--- src/design/tbp_pkg.sv ---
package tbp_pkg;
	// register byte offsets
	localparam logic [7:0] REG_DATA = 8'h00;
	localparam logic [7:0] REG_STATUS = 8'h04;
	localparam logic [7:0] REG_MASK = 8'h08;
	localparam logic [7:0] REG_STATE = 8'h0C;
	localparam logic [7:0] REG_PKT = 8'h10;
	// status and mask bit positions
	localparam int ST_DONE = 0;
	localparam int ST_ERR = 1;
	localparam logic [1:0] STATUS_RST = 2'h0;
	localparam logic [1:0] MASK_RST = 2'h0;
	// command A fields
	localparam int CA_IOC = 31;
	localparam int CA_ALIGN_HI = 25;
	localparam int CA_ALIGN_LO = 24;
	localparam int CA_OFF_HI = 20;
	localparam int CA_OFF_LO = 16;
	localparam int CA_FIRST = 13;
	localparam int CA_LAST = 12;
	localparam int CA_SIZE_HI = 10;
	localparam int CA_SIZE_LO = 0;
	// command B fields
	localparam int CB_TAG_HI = 31;
	localparam int CB_TAG_LO = 16;
	localparam int CB_LEN_HI = 10;
	localparam int CB_LEN_LO = 0;
	// end alignment codes
	localparam logic [1:0] ALIGN_4B = 2'h0;
	localparam logic [1:0] ALIGN_16B = 2'h1;
	localparam logic [1:0] ALIGN_32B = 2'h2;
	// parser states, one-hot
	typedef enum logic [2:0] {
		S_CMDA = 3'h1,
		S_CMDB = 3'h2,
		S_PAY = 3'h4
	} tbp_state_t;
endpackage : tbp_pkg

--- src/design/tbp_lane_mask.sv ---
`timescale 1ns/1ps
`default_nettype none
// byte lanes of one payload word that fall in [lo, hi)
module tbp_lane_mask (
	// word position and byte window
	input wire logic [10:0] widx,
	input wire logic [11:0] lo,
	input wire logic [11:0] hi,
	// result
	output logic [3:0] be,
	output logic [2:0] nbytes
);
	genvar g;
	generate
		for (g = 0; g < 4; g++) begin : g_lane
			logic [12:0] pos;
			assign pos = {widx, 2'(g)};
			assign be[g] = (pos >= {1'b0, lo}) && (pos < {1'b0, hi});
		end
	endgenerate
	assign nbytes = 3'({2'h0, be[0]} + {2'h0, be[1]} + {2'h0, be[2]} + {2'h0, be[3]});
endmodule : tbp_lane_mask
`default_nettype wire

--- src/design/tbp_parser.sv ---
// The AHB-Lite register port and the placing of the registers are this design's own decisions.
`timescale 1ns/1ps
`default_nettype none
module tbp_parser (
	// clock and reset
	input wire logic core_clk,
	input wire logic rst,
	// ahb-lite slave
	input wire logic hsel,
	input wire logic [31:0] haddr,
	input wire logic [1:0] htrans,
	input wire logic hwrite,
	input wire logic [2:0] hsize,
	input wire logic [31:0] hwdata,
	input wire logic hready,
	output logic hreadyout,
	output logic hresp,
	output logic [31:0] hrdata,
	// payload toward the tx fifo
	output logic out_valid,
	output logic [31:0] out_data,
	output logic [3:0] out_be,
	output logic out_last,
	// per-packet status word
	output logic stat_valid,
	output logic [31:0] stat_data,
	// flags and interrupt
	output logic tx_error_flag,
	output logic tx_buffer_done_flag,
	output logic irq
);
	////////////////////////////////////////////////////////////////////////////////
	// bus slave: zero wait states, always okay
	logic dph_wr_q;
	logic [7:0] dph_addr_q;
	logic [31:0] hrdata_q;
	logic addr_phase;
	logic [1:0] status_q;
	logic [1:0] mask_q;
	tbp_pkg::tbp_state_t state_q;
	logic [31:0] pkt_cmdb_q;
	logic [11:0] pkt_bytes_q;
	logic pkt_err_q;
	logic in_pkt_q;

	assign addr_phase = hsel && htrans[1] && hready;
	assign hreadyout = 1'b1;
	assign hresp = 1'b0;
	assign hrdata = hrdata_q;

	always_ff @(posedge core_clk) begin
		if (rst) begin
			dph_wr_q <= 1'b0;
			dph_addr_q <= 8'h00;
		end else begin
			dph_wr_q <= addr_phase && hwrite;
			dph_addr_q <= haddr[7:0];
		end
	end

	// read data is latched in the address phase so it stands from a flop
	always_ff @(posedge core_clk) begin
		if (rst) begin
			hrdata_q <= 32'h0;
		end else if (addr_phase && !hwrite) begin
			unique case (haddr[7:0])
				tbp_pkg::REG_STATUS: hrdata_q <= {30'h0, status_q};
				tbp_pkg::REG_MASK: hrdata_q <= {30'h0, mask_q};
				tbp_pkg::REG_STATE: hrdata_q <= {12'h0, pkt_bytes_q, 4'h0, in_pkt_q, state_q};
				tbp_pkg::REG_PKT: hrdata_q <= {pkt_cmdb_q[tbp_pkg::CB_TAG_HI:tbp_pkg::CB_TAG_LO],
					15'h0, pkt_err_q};
				default: hrdata_q <= 32'h0;
			endcase
		end
	end

	logic word_in;
	logic wr_status;
	logic wr_mask;
	assign word_in = dph_wr_q && (dph_addr_q == tbp_pkg::REG_DATA);
	assign wr_status = dph_wr_q && (dph_addr_q == tbp_pkg::REG_STATUS);
	assign wr_mask = dph_wr_q && (dph_addr_q == tbp_pkg::REG_MASK);

	////////////////////////////////////////////////////////////////////////////////
	// command capture and buffer geometry
	logic [31:0] cmd_a_q;
	logic [10:0] widx_q;
	logic [10:0] total_q;
	logic [11:0] lo_q;
	logic [11:0] hi_q;
	logic [11:0] end_byte;
	logic [11:0] words_used;
	logic [11:0] words_total;
	logic last_word;
	logic cmdb_bad;

	// hi end of the buffer window and the dword count padded to alignment
	assign end_byte = {7'h0, hwdata[tbp_pkg::CA_OFF_HI:tbp_pkg::CA_OFF_LO]}
		+ {1'b0, hwdata[tbp_pkg::CA_SIZE_HI:tbp_pkg::CA_SIZE_LO]};
	assign words_used = (end_byte + 12'h003) >> 2;
	always_comb begin
		unique case (hwdata[tbp_pkg::CA_ALIGN_HI:tbp_pkg::CA_ALIGN_LO])
			tbp_pkg::ALIGN_16B: words_total = (words_used + 12'h003) & 12'hFFC;
			tbp_pkg::ALIGN_32B: words_total = (words_used + 12'h007) & 12'hFF8;
			default: words_total = words_used;
		endcase
	end

	always_ff @(posedge core_clk) begin
		if (rst) begin
			cmd_a_q <= 32'h0;
			total_q <= 11'h0;
			lo_q <= 12'h0;
			hi_q <= 12'h0;
		end else if (word_in && state_q == tbp_pkg::S_CMDA) begin
			cmd_a_q <= hwdata;
			total_q <= words_total[10:0];
			lo_q <= {7'h0, hwdata[tbp_pkg::CA_OFF_HI:tbp_pkg::CA_OFF_LO]};
			hi_q <= end_byte;
		end
	end

	assign last_word = (widx_q == total_q - 11'h001);
	assign cmdb_bad = in_pkt_q && !cmd_a_q[tbp_pkg::CA_FIRST] && (hwdata != pkt_cmdb_q);

	////////////////////////////////////////////////////////////////////////////////
	// position tracking
	always_ff @(posedge core_clk) begin
		if (rst) begin
			state_q <= tbp_pkg::S_CMDA;
			widx_q <= 11'h0;
		end else if (word_in) begin
			unique case (state_q)
				tbp_pkg::S_CMDA: state_q <= tbp_pkg::S_CMDB;
				tbp_pkg::S_CMDB: begin
					widx_q <= 11'h0;
					// an empty buffer has no payload words at all
					state_q <= (total_q == 11'h0) ? tbp_pkg::S_CMDA : tbp_pkg::S_PAY;
				end
				tbp_pkg::S_PAY: begin
					widx_q <= widx_q + 11'h001;
					if (last_word) begin
						state_q <= tbp_pkg::S_CMDA;
					end
				end
			endcase
		end
	end

	////////////////////////////////////////////////////////////////////////////////
	// payload lanes: only words with live bytes go on to the fifo
	logic [3:0] be;
	logic [2:0] nbytes;
	logic pay_word;
	logic buf_end;
	logic [11:0] pkt_bytes_d;
	logic new_pkt;
	logic [31:0] cur_cmdb;
	logic [11:0] cur_bytes;

	tbp_lane_mask tbp_lane_mask_inst (
		.widx(widx_q),
		.lo(lo_q),
		.hi(hi_q),
		.be(be),
		.nbytes(nbytes)
	);

	assign pay_word = word_in && state_q == tbp_pkg::S_PAY;
	assign buf_end = (pay_word && last_word)
		|| (word_in && state_q == tbp_pkg::S_CMDB && total_q == 11'h0);
	// an empty buffer ends on its own command b, so that word already counts
	assign new_pkt = word_in && state_q == tbp_pkg::S_CMDB
		&& (cmd_a_q[tbp_pkg::CA_FIRST] || !in_pkt_q);
	assign cur_cmdb = new_pkt ? hwdata : pkt_cmdb_q;
	assign cur_bytes = new_pkt ? 12'h0 : pkt_bytes_q;
	assign pkt_bytes_d = cur_bytes + (pay_word ? {9'h0, nbytes} : 12'h0);

	always_ff @(posedge core_clk) begin
		if (rst) begin
			out_valid <= 1'b0;
			out_data <= 32'h0;
			out_be <= 4'h0;
			out_last <= 1'b0;
		end else begin
			out_valid <= pay_word && (be != 4'h0);
			if (pay_word) begin
				out_data <= hwdata;
				out_be <= be;
				out_last <= (widx_q == 11'((hi_q - 12'h001) >> 2)) && cmd_a_q[tbp_pkg::CA_LAST];
			end
		end
	end

	////////////////////////////////////////////////////////////////////////////////
	// packet tracking: command b agreement and byte count
	logic set_err;
	logic len_bad;
	assign len_bad = pkt_bytes_d != {1'b0, cur_cmdb[tbp_pkg::CB_LEN_HI:tbp_pkg::CB_LEN_LO]};

	always_ff @(posedge core_clk) begin
		if (rst) begin
			pkt_cmdb_q <= 32'h0;
			in_pkt_q <= 1'b0;
			pkt_bytes_q <= 12'h0;
			pkt_err_q <= 1'b0;
		end else begin
			if (word_in && state_q == tbp_pkg::S_CMDB) begin
				if (cmd_a_q[tbp_pkg::CA_FIRST] || !in_pkt_q) begin
					pkt_cmdb_q <= hwdata;
					pkt_bytes_q <= 12'h0;
					pkt_err_q <= 1'b0;
				end else if (cmdb_bad) begin
					pkt_err_q <= 1'b1;
				end
				in_pkt_q <= 1'b1;
			end else if (pay_word) begin
				pkt_bytes_q <= pkt_bytes_d;
			end
			if (buf_end && cmd_a_q[tbp_pkg::CA_LAST]) begin
				in_pkt_q <= 1'b0;
				if (len_bad) begin
					pkt_err_q <= 1'b1;
				end
			end
		end
	end

	assign set_err = (word_in && state_q == tbp_pkg::S_CMDB && cmdb_bad)
		|| (buf_end && cmd_a_q[tbp_pkg::CA_LAST] && len_bad);

	// status word for the packet; tag lets software pair status to packets
	always_ff @(posedge core_clk) begin
		if (rst) begin
			stat_valid <= 1'b0;
			stat_data <= 32'h0;
		end else begin
			stat_valid <= buf_end && cmd_a_q[tbp_pkg::CA_LAST];
			if (buf_end && cmd_a_q[tbp_pkg::CA_LAST]) begin
				stat_data <= {cur_cmdb[tbp_pkg::CB_TAG_HI:tbp_pkg::CB_TAG_LO], 15'h0,
					(pkt_err_q && !new_pkt) || set_err};
			end
		end
	end

	////////////////////////////////////////////////////////////////////////////////
	// sticky flags, write one to clear; a new event beats the clear
	logic [1:0] set_bits;
	assign set_bits = {set_err, buf_end && cmd_a_q[tbp_pkg::CA_IOC]};

	always_ff @(posedge core_clk) begin
		if (rst) begin
			status_q <= tbp_pkg::STATUS_RST;
		end else begin
			status_q <= (status_q & ~(wr_status ? hwdata[1:0] : 2'h0)) | set_bits;
		end
	end

	always_ff @(posedge core_clk) begin
		if (rst) begin
			mask_q <= tbp_pkg::MASK_RST;
		end else if (wr_mask) begin
			mask_q <= hwdata[1:0];
		end
	end

	assign tx_error_flag = status_q[tbp_pkg::ST_ERR];
	assign tx_buffer_done_flag = status_q[tbp_pkg::ST_DONE];
	assign irq = |(status_q & mask_q);

	////////////////////////////////////////////////////////////////////////////////
	// checks
	a_cmd_order: assert property (@(posedge core_clk) disable iff (rst)
		(word_in && state_q == tbp_pkg::S_CMDA) |=> (state_q == tbp_pkg::S_CMDB))
		else $error("command a not followed by command b state");

	a_cmd_a_held: assert property (@(posedge core_clk) disable iff (rst)
		(word_in && state_q == tbp_pkg::S_CMDA) |=> (cmd_a_q == $past(hwdata)))
		else $error("command a word not captured");

	a_tag_capture: assert property (@(posedge core_clk) disable iff (rst)
		(word_in && state_q == tbp_pkg::S_CMDB && cmd_a_q[tbp_pkg::CA_FIRST])
		|=> (pkt_cmdb_q[31:16] == $past(hwdata[31:16])))
		else $error("packet tag not captured on first buffer");

	a_status_tag: assert property (@(posedge core_clk) disable iff (rst)
		(buf_end && cmd_a_q[tbp_pkg::CA_LAST])
		|=> (stat_valid && stat_data[31:16] == pkt_cmdb_q[31:16]))
		else $error("status word lacks packet tag");

	a_mismatch_err: assert property (@(posedge core_clk) disable iff (rst)
		(word_in && state_q == tbp_pkg::S_CMDB && cmdb_bad) |=> tx_error_flag)
		else $error("command b mismatch did not raise error");

	a_done_flag: assert property (@(posedge core_clk) disable iff (rst)
		(buf_end && cmd_a_q[tbp_pkg::CA_IOC]) |=> tx_buffer_done_flag
		##1 (tx_buffer_done_flag || $past(wr_status && hwdata[tbp_pkg::ST_DONE])))
		else $error("buffer done not raised or not sticky");

	a_irq_gate: assert property (@(posedge core_clk) disable iff (rst)
		(mask_q == 2'h0) |-> !irq)
		else $error("interrupt raised while fully masked");

	a_no_empty_word: assert property (@(posedge core_clk) disable iff (rst)
		out_valid |-> (out_be != 4'h0))
		else $error("word without live bytes passed on");

	a_head_skip: assert property (@(posedge core_clk) disable iff (rst)
		(pay_word && ({widx_q, 2'h3} < {1'b0, lo_q})) |=> !out_valid)
		else $error("bytes before start offset passed on");

	a_len_err: assert property (@(posedge core_clk) disable iff (rst)
		(buf_end && cmd_a_q[tbp_pkg::CA_LAST] && len_bad) |=> (tx_error_flag && stat_data[0]))
		else $error("length mismatch not flagged");

	a_tail_strip: assert property (@(posedge core_clk) disable iff (rst)
		(pay_word && ({widx_q, 2'h0} >= {1'b0, hi_q})) |=> !out_valid)
		else $error("end padding word passed on");

	a_back_to_a: assert property (@(posedge core_clk) disable iff (rst)
		(pay_word && last_word) |=> (state_q == tbp_pkg::S_CMDA))
		else $error("parser did not return to command a");

	a_irq_route: assert property (@(posedge core_clk) disable iff (rst)
		(tx_buffer_done_flag && mask_q[tbp_pkg::ST_DONE]) |-> irq)
		else $error("unmasked done flag not routed to interrupt");

	a_stat_once: assert property (@(posedge core_clk) disable iff (rst)
		stat_valid |=> !stat_valid)
		else $error("status word reported twice in a row");
endmodule : tbp_parser
`default_nettype wire

--- config.mk ---
export PLATFORM = sky130hd
export DESIGN_NAME = tbp_parser
export DESIGN_NICKNAME = d
export VERILOG_FILES = /design/src/design/tbp_pkg.sv /design/src/design/tbp_lane_mask.sv /design/src/design/tbp_parser.sv
export SDC_FILE = /design/constraint.sdc
export NUM_CORES = 1
export LEC_CHECK = 0
export BUFFER_PORTS_ARGS = -buffer_cell sky130_fd_sc_hd__buf_2
export CORE_MARGIN = 5
export CORE_UTILIZATION = 30
export CTS_CLUSTER_DIAMETER = 50
export CTS_CLUSTER_SIZE = 25
export DETAILED_ROUTE_END_ITERATION = 6
export SLEW_MARGIN = 20
export SYNTH_ARGS = -nofsm -noshare
export SYNTH_HDL_FRONTEND = slang
export SYNTH_HIERARCHICAL = 1
export SYNTH_SLANG_ARGS = --single-unit
--- constraint.sdc ---
create_clock -name core_clk -period 6 [get_ports core_clk]
set_input_delay 1.2 -clock core_clk [delete_from_list [all_inputs] [get_ports core_clk]]
set_output_delay 1.2 -clock core_clk [all_outputs]
set_load 0.1 [all_outputs]
==> results of run 1 <==
-- metrics by stage --
step	instances	area, um2	setup WS [ps]	util	power [mW]
after global routing	1898	12200	28.0	0.353	2.78
after CTS	1895	12200	237	0.352	2.70
final	1898	12200	330	0.353	2.68
after detailed placement	1863	11600	247	0.335	1.55
after floorplan	1353	10600	643	-	1.49
after global placement	1863	11600	317	0.335	1.55
-- routing by layer --
| metal | share of wire | vias to the layer above | wire [um] | GRT usage |
|---|---|---|---|---|
| met4 | 0.020 | 6 | 638 | 0.0442 |
| met1 | 0.44 | 4574 | 14200 | 0.207 |
| met5 | 0.0010 | - | 33 | 0 |
| met2 | 0.47 | 257 | 15100 | 0.267 |
| li1 | - | 4777 | - | - |
| met3 | 0.064 | 49 | 2060 | 0.0350 |
-- critical path, cell delays in order, from the launching register on --
cell                       delay [ps]
sky130_fd_sc_hd__dfxtp_1          380
sky130_fd_sc_hd__inv_1             60
sky130_fd_sc_hd__ha_1             310
sky130_fd_sc_hd__a21o_2           230
sky130_fd_sc_hd__a211oi_2         280
sky130_fd_sc_hd__o221ai_4         170
sky130_fd_sc_hd__or3_1            430
sky130_fd_sc_hd__fa_1             550
sky130_fd_sc_hd__inv_1             50
sky130_fd_sc_hd__ha_1             170
sky130_fd_sc_hd__ha_1             260
sky130_fd_sc_hd__and2_1           170
sky130_fd_sc_hd__fa_1             470
sky130_fd_sc_hd__a21o_1           230
sky130_fd_sc_hd__a21oi_1          150
sky130_fd_sc_hd__o211ai_1         110
sky130_fd_sc_hd__or4_1            480
sky130_fd_sc_hd__a22o_1           190
sky130_fd_sc_hd__or4_4            540
sky130_fd_sc_hd__nor4b_2          240
sky130_fd_sc_hd__nor3_1            60
-- cells in the mapped netlist, types with 6 or more instances --
master	instances
sky130_fd_sc_hd__a21o_1	9
sky130_fd_sc_hd__and2_1	13
sky130_fd_sc_hd__nor3b_1	6
sky130_fd_sc_hd__nand2_1	233
sky130_fd_sc_hd__inv_1	39
sky130_fd_sc_hd__nand2b_1	11
sky130_fd_sc_hd__nor2b_1	34
sky130_fd_sc_hd__o211ai_1	9
sky130_fd_sc_hd__a31oi_1	14
sky130_fd_sc_hd__nor3_1	35
sky130_fd_sc_hd__xor2_1	58
sky130_fd_sc_hd__o21ai_0	25
sky130_fd_sc_hd__nand3_1	41
sky130_fd_sc_hd__a21oi_1	129
sky130_fd_sc_hd__a211oi_1	11
sky130_fd_sc_hd__a22oi_1	30
sky130_fd_sc_hd__a22o_1	6
sky130_fd_sc_hd__mux2_1	9
sky130_fd_sc_hd__ha_1	36
sky130_fd_sc_hd__or4_1	10
sky130_fd_sc_hd__nand4_1	13
sky130_fd_sc_hd__and3_1	14
sky130_fd_sc_hd__mux2_2	7
sky130_fd_sc_hd__buf_4	21
sky130_fd_sc_hd__nand4b_1	6
sky130_fd_sc_hd__mux2i_1	9
sky130_fd_sc_hd__nor2_1	89
sky130_fd_sc_hd__clkbuf_1	71
sky130_fd_sc_hd__dfxtp_1	188
sky130_fd_sc_hd__or3_1	8
sky130_fd_sc_hd__nor4_1	14
sky130_fd_sc_hd__xnor2_1	37
-- worst min-delay path by stage --
| stage | start | endpoint | slack (ps) |
|---|---|---|---|
| floorplan | cmd_a_q[19] | cmd_a_q[19] | 430 |
| global placement | out_data[12] | out_data[12] | 440 |
| detailed placement | out_data[0] | out_data[0] | 440 |
| CTS | out_data[7] | out_data[7] | 460 |
| global route | out_be[0] | out_be[0] | 470 |
| finish | out_data[7] | out_data[7] | 450 |
-- logic make-up (layout without fill, tap and decap cells) --
kind of cell	Yosys count	after routing
flops	188	188
simple gates	558	558
xor+xnor	95	95
compound gates	279	279
fa+ha+maj	39	39
mux	26	26
buf+inv	140	230
other cells	2	28
-- cell type report --
class,instances,share of cell area
Inverter,39,0.0120
Tap cell,455,0.0465
Clock inverter,14,0.0125
Timing Repair Buffer,159,0.0711
Sequential cell,188,0.308
Multi-Input combinational cell,1025,0.514
Clock buffer,18,0.0359
-- power by group through the flow --
| stage | logic (mW) | registers [mW] | clock network (mW) |
|---|---|---|---|
| global route | 0.297 | 1.25 | 1.23 |
| CTS | 0.273 | 1.25 | 1.18 |
| floorplan | 0.209 | 1.28 | 0 |
| global placement | 0.271 | 1.28 | 0 |
| finish | 0.276 | 1.25 | 1.15 |
| detailed placement | 0.272 | 1.28 | 0 |
-- sequential cells by signal (all words and copies together), names as in the netlist, 2 cells and up --
signal / count
state_q: 3
stat_data: 17
pkt_cmdb_q: 32
out_data: 32
cmd_a_q: 8
pkt_bytes_q: 12
hi_q: 12
status_q: 2
out_be: 4
widx_q: 11
dph_addr_q: 8
total_q: 11
hrdata: 28
mask_q: 2
-- timing repair --
| item | in CTS | in global routing |
|---|---|---|
| endpoints found under the setup margin | 0 | 3 |
| resized for setup | 0 | 6 |
| setup buffers | 0 | 3 |
| hold buffers | 0 | 0 |
==> reports/results.env, run 1 <==
CLOCK_TREE.HTREE_LEVEL_COUNT=4
TRITONCTS='done'
MOSTFREQUENTLAYOUTCELL='sky130_fd_sc_hd__nand2_1'
N_FILL_CELL=3624
POST_SYNTH_FA_HA_MAJ_AREA_FRACTION=0.0484
SYNTHESIS.AREA_PER_INSTANCE_UM2=7.95
NET-SWITCHING-POWER_uW=759
POWER_DENSITY_nW_PER_UM2=219
SIMPLE_GATE_SHARE_OF_THE_SYNTHESIZED_AREA=0.259
ANTENNA-DIODE-COUNT=0
PORTBUFFERS=132
CTS-ROOT-TO-SINK-BUFFERS=2
SYNTH_SEQ_AREA_SHARE=0.357
ROUTED_WIRELENGTH_UM=32000
FINALSETUPVIOLATIONS=0
WORSTHOLDPATHCELLS=2
SYNTHMUXAREASHARE=0.0271
DIE_H_UM=197
SYNTH_COMPOUND_AREA_FRAC=0.170
CRITICAL_PATH.STARTPOINT_TYPE='flop'
WORSTPATHMAXFANOUT=5
DIE_WIDTH_UM=197
DRTITER0DRC=507
PROPORTION_OF_REGISTER_BITS_WITH_ASYNCHRONOUS_SET_OR_RESET_AFTER_SYNTHESIS=0
FINAL_CELL_MIX='sky130_fd_sc_hd__nand2_1, sky130_fd_sc_hd__dfxtp_1, sky130_fd_sc_hd__buf_2, sky130_fd_sc_hd__a21oi_1, sky130_fd_sc_hd__nor2_1'
GP_ROUTABILITY_CONGESTION=0.865
SYNTH.FF_LATCH_COUNT=188
COMBINATIONAL_FAMILY_WITH_THE_MOST_AREA_AFTER_SYNTHESIS='simple AND/OR/NAND/NOR gates'
NETLIST.AREA_LEADER.SHARE=0.357
DRT-WIRELENGTH-PER-CELL_UM=16.8
GRT_START_MAX_NET_PINS=92
RR_STARTPOINT='hi_q[8]'
IR_WORST_VDD_mV=0.164
MAXCLOCKFREQUENCY_MHz=176
POST-ROUTE-DRC-COUNT=0
INITIAL_CELL_DENSITY_OF_THE_CORE=0.305
SYNTH.LIB_CELLS_USED.DISTINCT=82
SYNTH-XOR-AREA-SHARE=0.0789
DP_HPWL_UM=23600
FIN_HOLD_WS_PS=451
SYNTH-WARNING-COUNT=6
PERIOD_MINUS_SLACK_PS=5670
NUMBER_OF_CELLS_ON_THE_WORST_REG_TO_REG_PATH=20
RSZ0062_AT_GRT='false'
TIMING.SETUP.CRITICAL_PATH_CLASS='flop to flop'
NUM_IO_PINS=182
CORE_AREA_UM2=34600
DRT-VIAS-PER-INSTANCE=5.09
DRIVE_GT1_FRAC=0.162
SYNTH_EDF_COUNT=0
DRV_CAP=0
CRIT_ARRIVAL_PS=5970
CRITPATHLAUNCH='hi_q[8]'
CP.REQUIRED_PS=6300
CELL_INTERNAL_POWER_mW=1.92
CTS.REPORTEDPATHS.CLKPINSLEW_PS=80
PWR-SHARE-CLK=0.429
LAYOUT-AREA-OVERHEAD-VS-SYNTH_PCT=16.0
DETAILROUTE.VIA_COUNT=9663
NUMBER_OF_GLOBAL_ROUTE_VIAS_BEFORE_REPAIR=9342
ROWS=68
MAPPED_CELLS=1327
FINALMAXSLEWVIOLATIONS=0
FINAL.SETUP.TNS_PS=0
SWSHARE=0.283
FINAL_SKEW_PS=15.9
WORSTSETUPENDPOINTTYPE='flop'
GR-USAGE-ALL-LAYERS=0.159
DETAILEDROUTE.FIRSTPASSITERATIONCOUNT=5
TIGHTESTPINTRANSITION_PS=1050
ANT_NETS=0
DIE_AREA_UM2=39000
P_SEQ_FRAC=0.468
FINALCRITPERIODSHARE=0.945
REG2REG_SLACK_PS=330
CTS_BUFFERS=17
MIN-DELAY-PATH-CLASS='flop to flop'
PWR-SHARE-COMB=0.103
POST_SYNTH_INSTANCE_AREA_UM2=10500
CLK_ROOT_BUFFER_CELL='sky130_fd_sc_hd__clkbuf_16'
ANTENNA_FOUND_INITIAL=3
MULTI_INPUT_COMB_AREA_UM2=6290
YS.FLOP_TYPE='sky130_fd_sc_hd__dfxtp_1'
POST-SYNTH-TOP-AREA-CELL='sky130_fd_sc_hd__dfxtp_1'
SLEW-LIMIT-HEADROOM=0.295
RUN_STATUS='completed'
GRT_PASS1_WL_UM=50800
CLKSINKCOUNT=188
NETS=1543
P_LEAK_nW=4.95
WORST_SETUP_PATH_ENDPOINT='stat_data[0]'
GRT_OVERFLOW=0
SYNTH_AREA_LEADERS='sky130_fd_sc_hd__dfxtp_1, sky130_fd_sc_hd__nand2_1, sky130_fd_sc_hd__a21oi_1'
AREA.SEQUENTIAL_UM2=3760
HOLD_VIOL=0
INSERTION_DELAY_PS=440
TIMING.RR.END='stat_data[0]'
(Power assumes the default switching activity.)
==> inputs of run 2 (changes only) <==
--- a/config.mk
+++ b/config.mk
@@ -7,10 +7,11 @@
 export LEC_CHECK = 0
 export BUFFER_PORTS_ARGS = -buffer_cell sky130_fd_sc_hd__buf_2
 export CORE_MARGIN = 5
-export CORE_UTILIZATION = 30
+export CORE_UTILIZATION = 55
 export CTS_CLUSTER_DIAMETER = 50
 export CTS_CLUSTER_SIZE = 25
 export DETAILED_ROUTE_END_ITERATION = 6
+export PLACE_DENSITY = 0.78
 export SLEW_MARGIN = 20
 export SYNTH_ARGS = -nofsm -noshare
 export SYNTH_HDL_FRONTEND = slang
==> reports/results.env, run 2 (synthesized netlist as in run 1, its figures left out) <==
GP_ROUTABILITY_CONGESTION=0.929  # +7.4%
GRT_PASS1_WL_UM=46500  # -8.5%
DRT-VIAS-PER-INSTANCE=5.85  # +15%
AREA.SEQUENTIAL_UM2=3770  # about the same
CTS.REPORTEDPATHS.CLKPINSLEW_PS=70  # about the same
NUMBER_OF_CELLS_ON_THE_WORST_REG_TO_REG_PATH=20  # unchanged
FINAL_SKEW_PS=20.8  # +4.93 ps
GR-USAGE-ALL-LAYERS=0.259  # +0.100
DRV_CAP=0  # unchanged
DIE_AREA_UM2=22000  # -43%
MULTI_INPUT_COMB_AREA_UM2=6270  # -0.36%
REG2REG_SLACK_PS=280  # -50 ps
CP_COMMON_CELL='sky130_fd_sc_hd__ha_1'
WORSTPATHMAXFANOUT=6  # +1
CRITICAL_PATH.MAX_STAGE_DELAY_PS=590  # +40 ps
CP.REQUIRED_PS=6300  # about the same
CRIT_ARRIVAL_PS=6020  # +50 ps
DRTITER0DRC=846  # +67%
CTS_HOLD_BUFFERS=0  # unchanged
DETAILROUTE.VIA_COUNT=9796  # +1.4%
ANT_NETS=0  # unchanged
ANTENNA_FOUND_INITIAL=1  # -2
CRIT_PATH_CELL_TRACE='inv_1, ha_1, a21o_2, a211oi_2, o221ai_2, or3_1, fa_1, inv_1, ha_1, ha_1, and2_1, fa_1, a21o_1, a21oi_1, o211ai_1, or4_1, a22o_1, or4_1, nor4b_2, nor3_1'
FINALCRITPERIODSHARE=0.954  # +0.00852
PORTBUFFERS=132  # unchanged
CRITICAL-PATH-SLOWEST-CELL='sky130_fd_sc_hd__or4_1'
CLK_ROOT_BUFFER_CELL='sky130_fd_sc_hd__clkbuf_16'
DRIVE_GT1_FRAC=0.160  # -0.00255
GRT_START_MAX_NET_PINS=91  # -1.1%
CTS-ROOT-TO-SINK-BUFFERS=2  # unchanged
DRT-WIRELENGTH-PER-CELL_UM=17.4  # +3.4%
FIN_HOLD_WS_PS=448  # -3.06 ps
NUM_IO_PINS=182  # unchanged
TIMING.SETUP.CRITICAL_PATH_CLASS='flop to flop'
RR_STARTPOINT='hi_q[8]'
FINALMAXSLEWVIOLATIONS=0  # unchanged
INITIAL_CELL_DENSITY_OF_THE_CORE=0.562  # +0.257
FINALINSTANCEAREA_UM2=11900  # -2.4%
PLACE_AREA_UM2=11300  # -2.5%
NETS=1541  # -0.13%
CORE_AREA_UM2=18800  # -46%
HOLD_VIOL=0  # unchanged
RUN_STATUS='completed'
DIE_H_UM=148  # -25%
POST-ROUTE-DRC-COUNT=0  # unchanged
ROUTED_WIRELENGTH_UM=29200  # -8.7%
MAXCLOCKFREQUENCY_MHz=175  # -0.89%
FINALSETUPVIOLATIONS=0  # unchanged
TIGHTESTPINTRANSITION_PS=711  # -338 ps
WORST_MIN_DELAY_PATH_ENDPOINT='out_be[0]'
PERIOD_MINUS_SLACK_PS=5720  # +51.1 ps
WORST-PATH-BUF-INV=2  # unchanged
INSERTION_DELAY_PS=450  # about the same
DP_HPWL_UM=21000  # -11%
IR_WORST_VDD_mV=0.276  # +69%
FINAL.SETUP.TNS_PS=0  # unchanged
MIN-DELAY-PATH-CLASS='flop to flop'
CRITPATHLAUNCH='hi_q[8]'
PLACEDCELLCOUNT=1641  # -12%
CTS_BUFFERS=17  # unchanged
POWER_DENSITY_nW_PER_UM2=224  # +2.4%
P_LEAK_nW=4.96  # +0.12%
DETAILEDROUTE.FIRSTPASSITERATIONCOUNT=5  # unchanged
FINAL_CELL_MIX='sky130_fd_sc_hd__nand2_1, sky130_fd_sc_hd__dfxtp_1, sky130_fd_sc_hd__buf_2, sky130_fd_sc_hd__a21oi_1, sky130_fd_sc_hd__nor2_1'
TIMING.RR.END='stat_data[0]'
WORST_PATH_DOMINANT_CELL_FAMILY='simple AND/OR/NAND/NOR gates'
ANTENNA-DIODE-COUNT=0  # unchanged
MOSTFREQUENTLAYOUTCELL='sky130_fd_sc_hd__nand2_1'
ROWS=50  # -26%
SLEW-LIMIT-HEADROOM=0.525  # +0.230
LAYOUT-AREA-OVERHEAD-VS-SYNTH_PCT=13.2
GRT_OVERFLOW=0  # unchanged
TRITONCTS='done'
N_FILL_CELL=1637  # -55%
CRITICAL_PATH.STARTPOINT_TYPE='flop'
CLOCK_TREE.HTREE_LEVEL_COUNT=4  # unchanged
MIN_FROM='out_be[0]'
DIE_WIDTH_UM=148  # -25%
NUMBER_OF_GLOBAL_ROUTE_VIAS_BEFORE_REPAIR=9165  # -1.9%
WORSTSETUPENDPOINTTYPE='flop'
CLKSINKCOUNT=188  # unchanged
POST_LAYOUT_NONFILLER_INSTANCES=1675  # -12%
WORSTHOLDPATHCELLS=2  # unchanged
RSZ0062_AT_GRT='false'
## run 2: cell types whose count changed in the layout (fill, tap and decap cells not counted), moves of 2 or more
cell                         delta
sky130_fd_sc_hd__clkinvlp_4     -3
sky130_fd_sc_hd__clkinv_8       +2
sky130_fd_sc_hd__inv_8          +2
sky130_fd_sc_hd__buf_4          -2
## run 2: metal layers
metal | part of all wire | track usage | vias to the layer above
met2 | 0.47 | 0.425 | 341
met4 | 0.029 | 0.0970 | 2
li1 | - | - | 4775
met1 | 0.43 | 0.334 | 4623
met3 | 0.073 | 0.0591 | 55
met5 | 0.00045 | 0 | -
## run 2: stage by stage
step	util	power (mW)	setup WS [ps]
after floorplan	-	1.49	643
after global placement	0.602	1.55	359
after detailed placement	0.602	1.55	244
after CTS	0.635	2.69	201
after global routing	0.636	2.76	22.6
final	0.636	2.68	279
## run 2: report_power, final
| group | total [mW] | switching [mW] | leakage, nW | internal, mW |
|---|---|---|---|---|
| clock | 1.15 | 0.566 | 0.297 | 0.588 |
| sequential | 1.25 | 0.00314 | 1.52 | 1.25 |
| combinational | 0.271 | 0.203 | 3.14 | 0.0683 |
## run 2: how the worst max path moves through the flow
| stage | to | slack (ps) | cells past startpoint |
|---|---|---|---|
| finish | stat_data[0] | 280 | 20 |
| CTS | stat_data[0] | 200 | 19 |
| global route | stat_data[0] | 20 | 20 |
| floorplan | stat_data[0] | 640 | 20 |
| global placement | stat_data[0] | 360 | 19 |
| detailed placement | stat_data[0] | 240 | 19 |
## run 2: final cells by class
type / count / area share
clock inverter: 13 / 0.0132
clock buffer: 19 / 0.0379
tap: 234 / 0.0245
inverter: 39 / 0.0123
multi-input combinational: 1025 / 0.525
sequential: 188 / 0.315
timing repair buffer: 157 / 0.0716
## run 2: repair_timing
item	CTS	global route
setup buffers	0	2
endpoints found under the setup margin	0	1
gates resized for setup	0	4
## run 2: worst reg2reg max path: stages, from the launching register on
cell and delay, ps:
sky130_fd_sc_hd__dfxtp_1 370, sky130_fd_sc_hd__inv_1 60, sky130_fd_sc_hd__ha_1 310, sky130_fd_sc_hd__a21o_2 230, sky130_fd_sc_hd__a211oi_2 220, sky130_fd_sc_hd__o221ai_2 190, sky130_fd_sc_hd__or3_1 450, sky130_fd_sc_hd__fa_1 550
sky130_fd_sc_hd__inv_1 50, sky130_fd_sc_hd__ha_1 180, sky130_fd_sc_hd__ha_1 260, sky130_fd_sc_hd__and2_1 170, sky130_fd_sc_hd__fa_1 480, sky130_fd_sc_hd__a21o_1 230, sky130_fd_sc_hd__a21oi_1 150, sky130_fd_sc_hd__o211ai_1 130
sky130_fd_sc_hd__or4_1 490, sky130_fd_sc_hd__a22o_1 180, sky130_fd_sc_hd__or4_1 590, sky130_fd_sc_hd__nor4b_2 240, sky130_fd_sc_hd__nor3_1 70
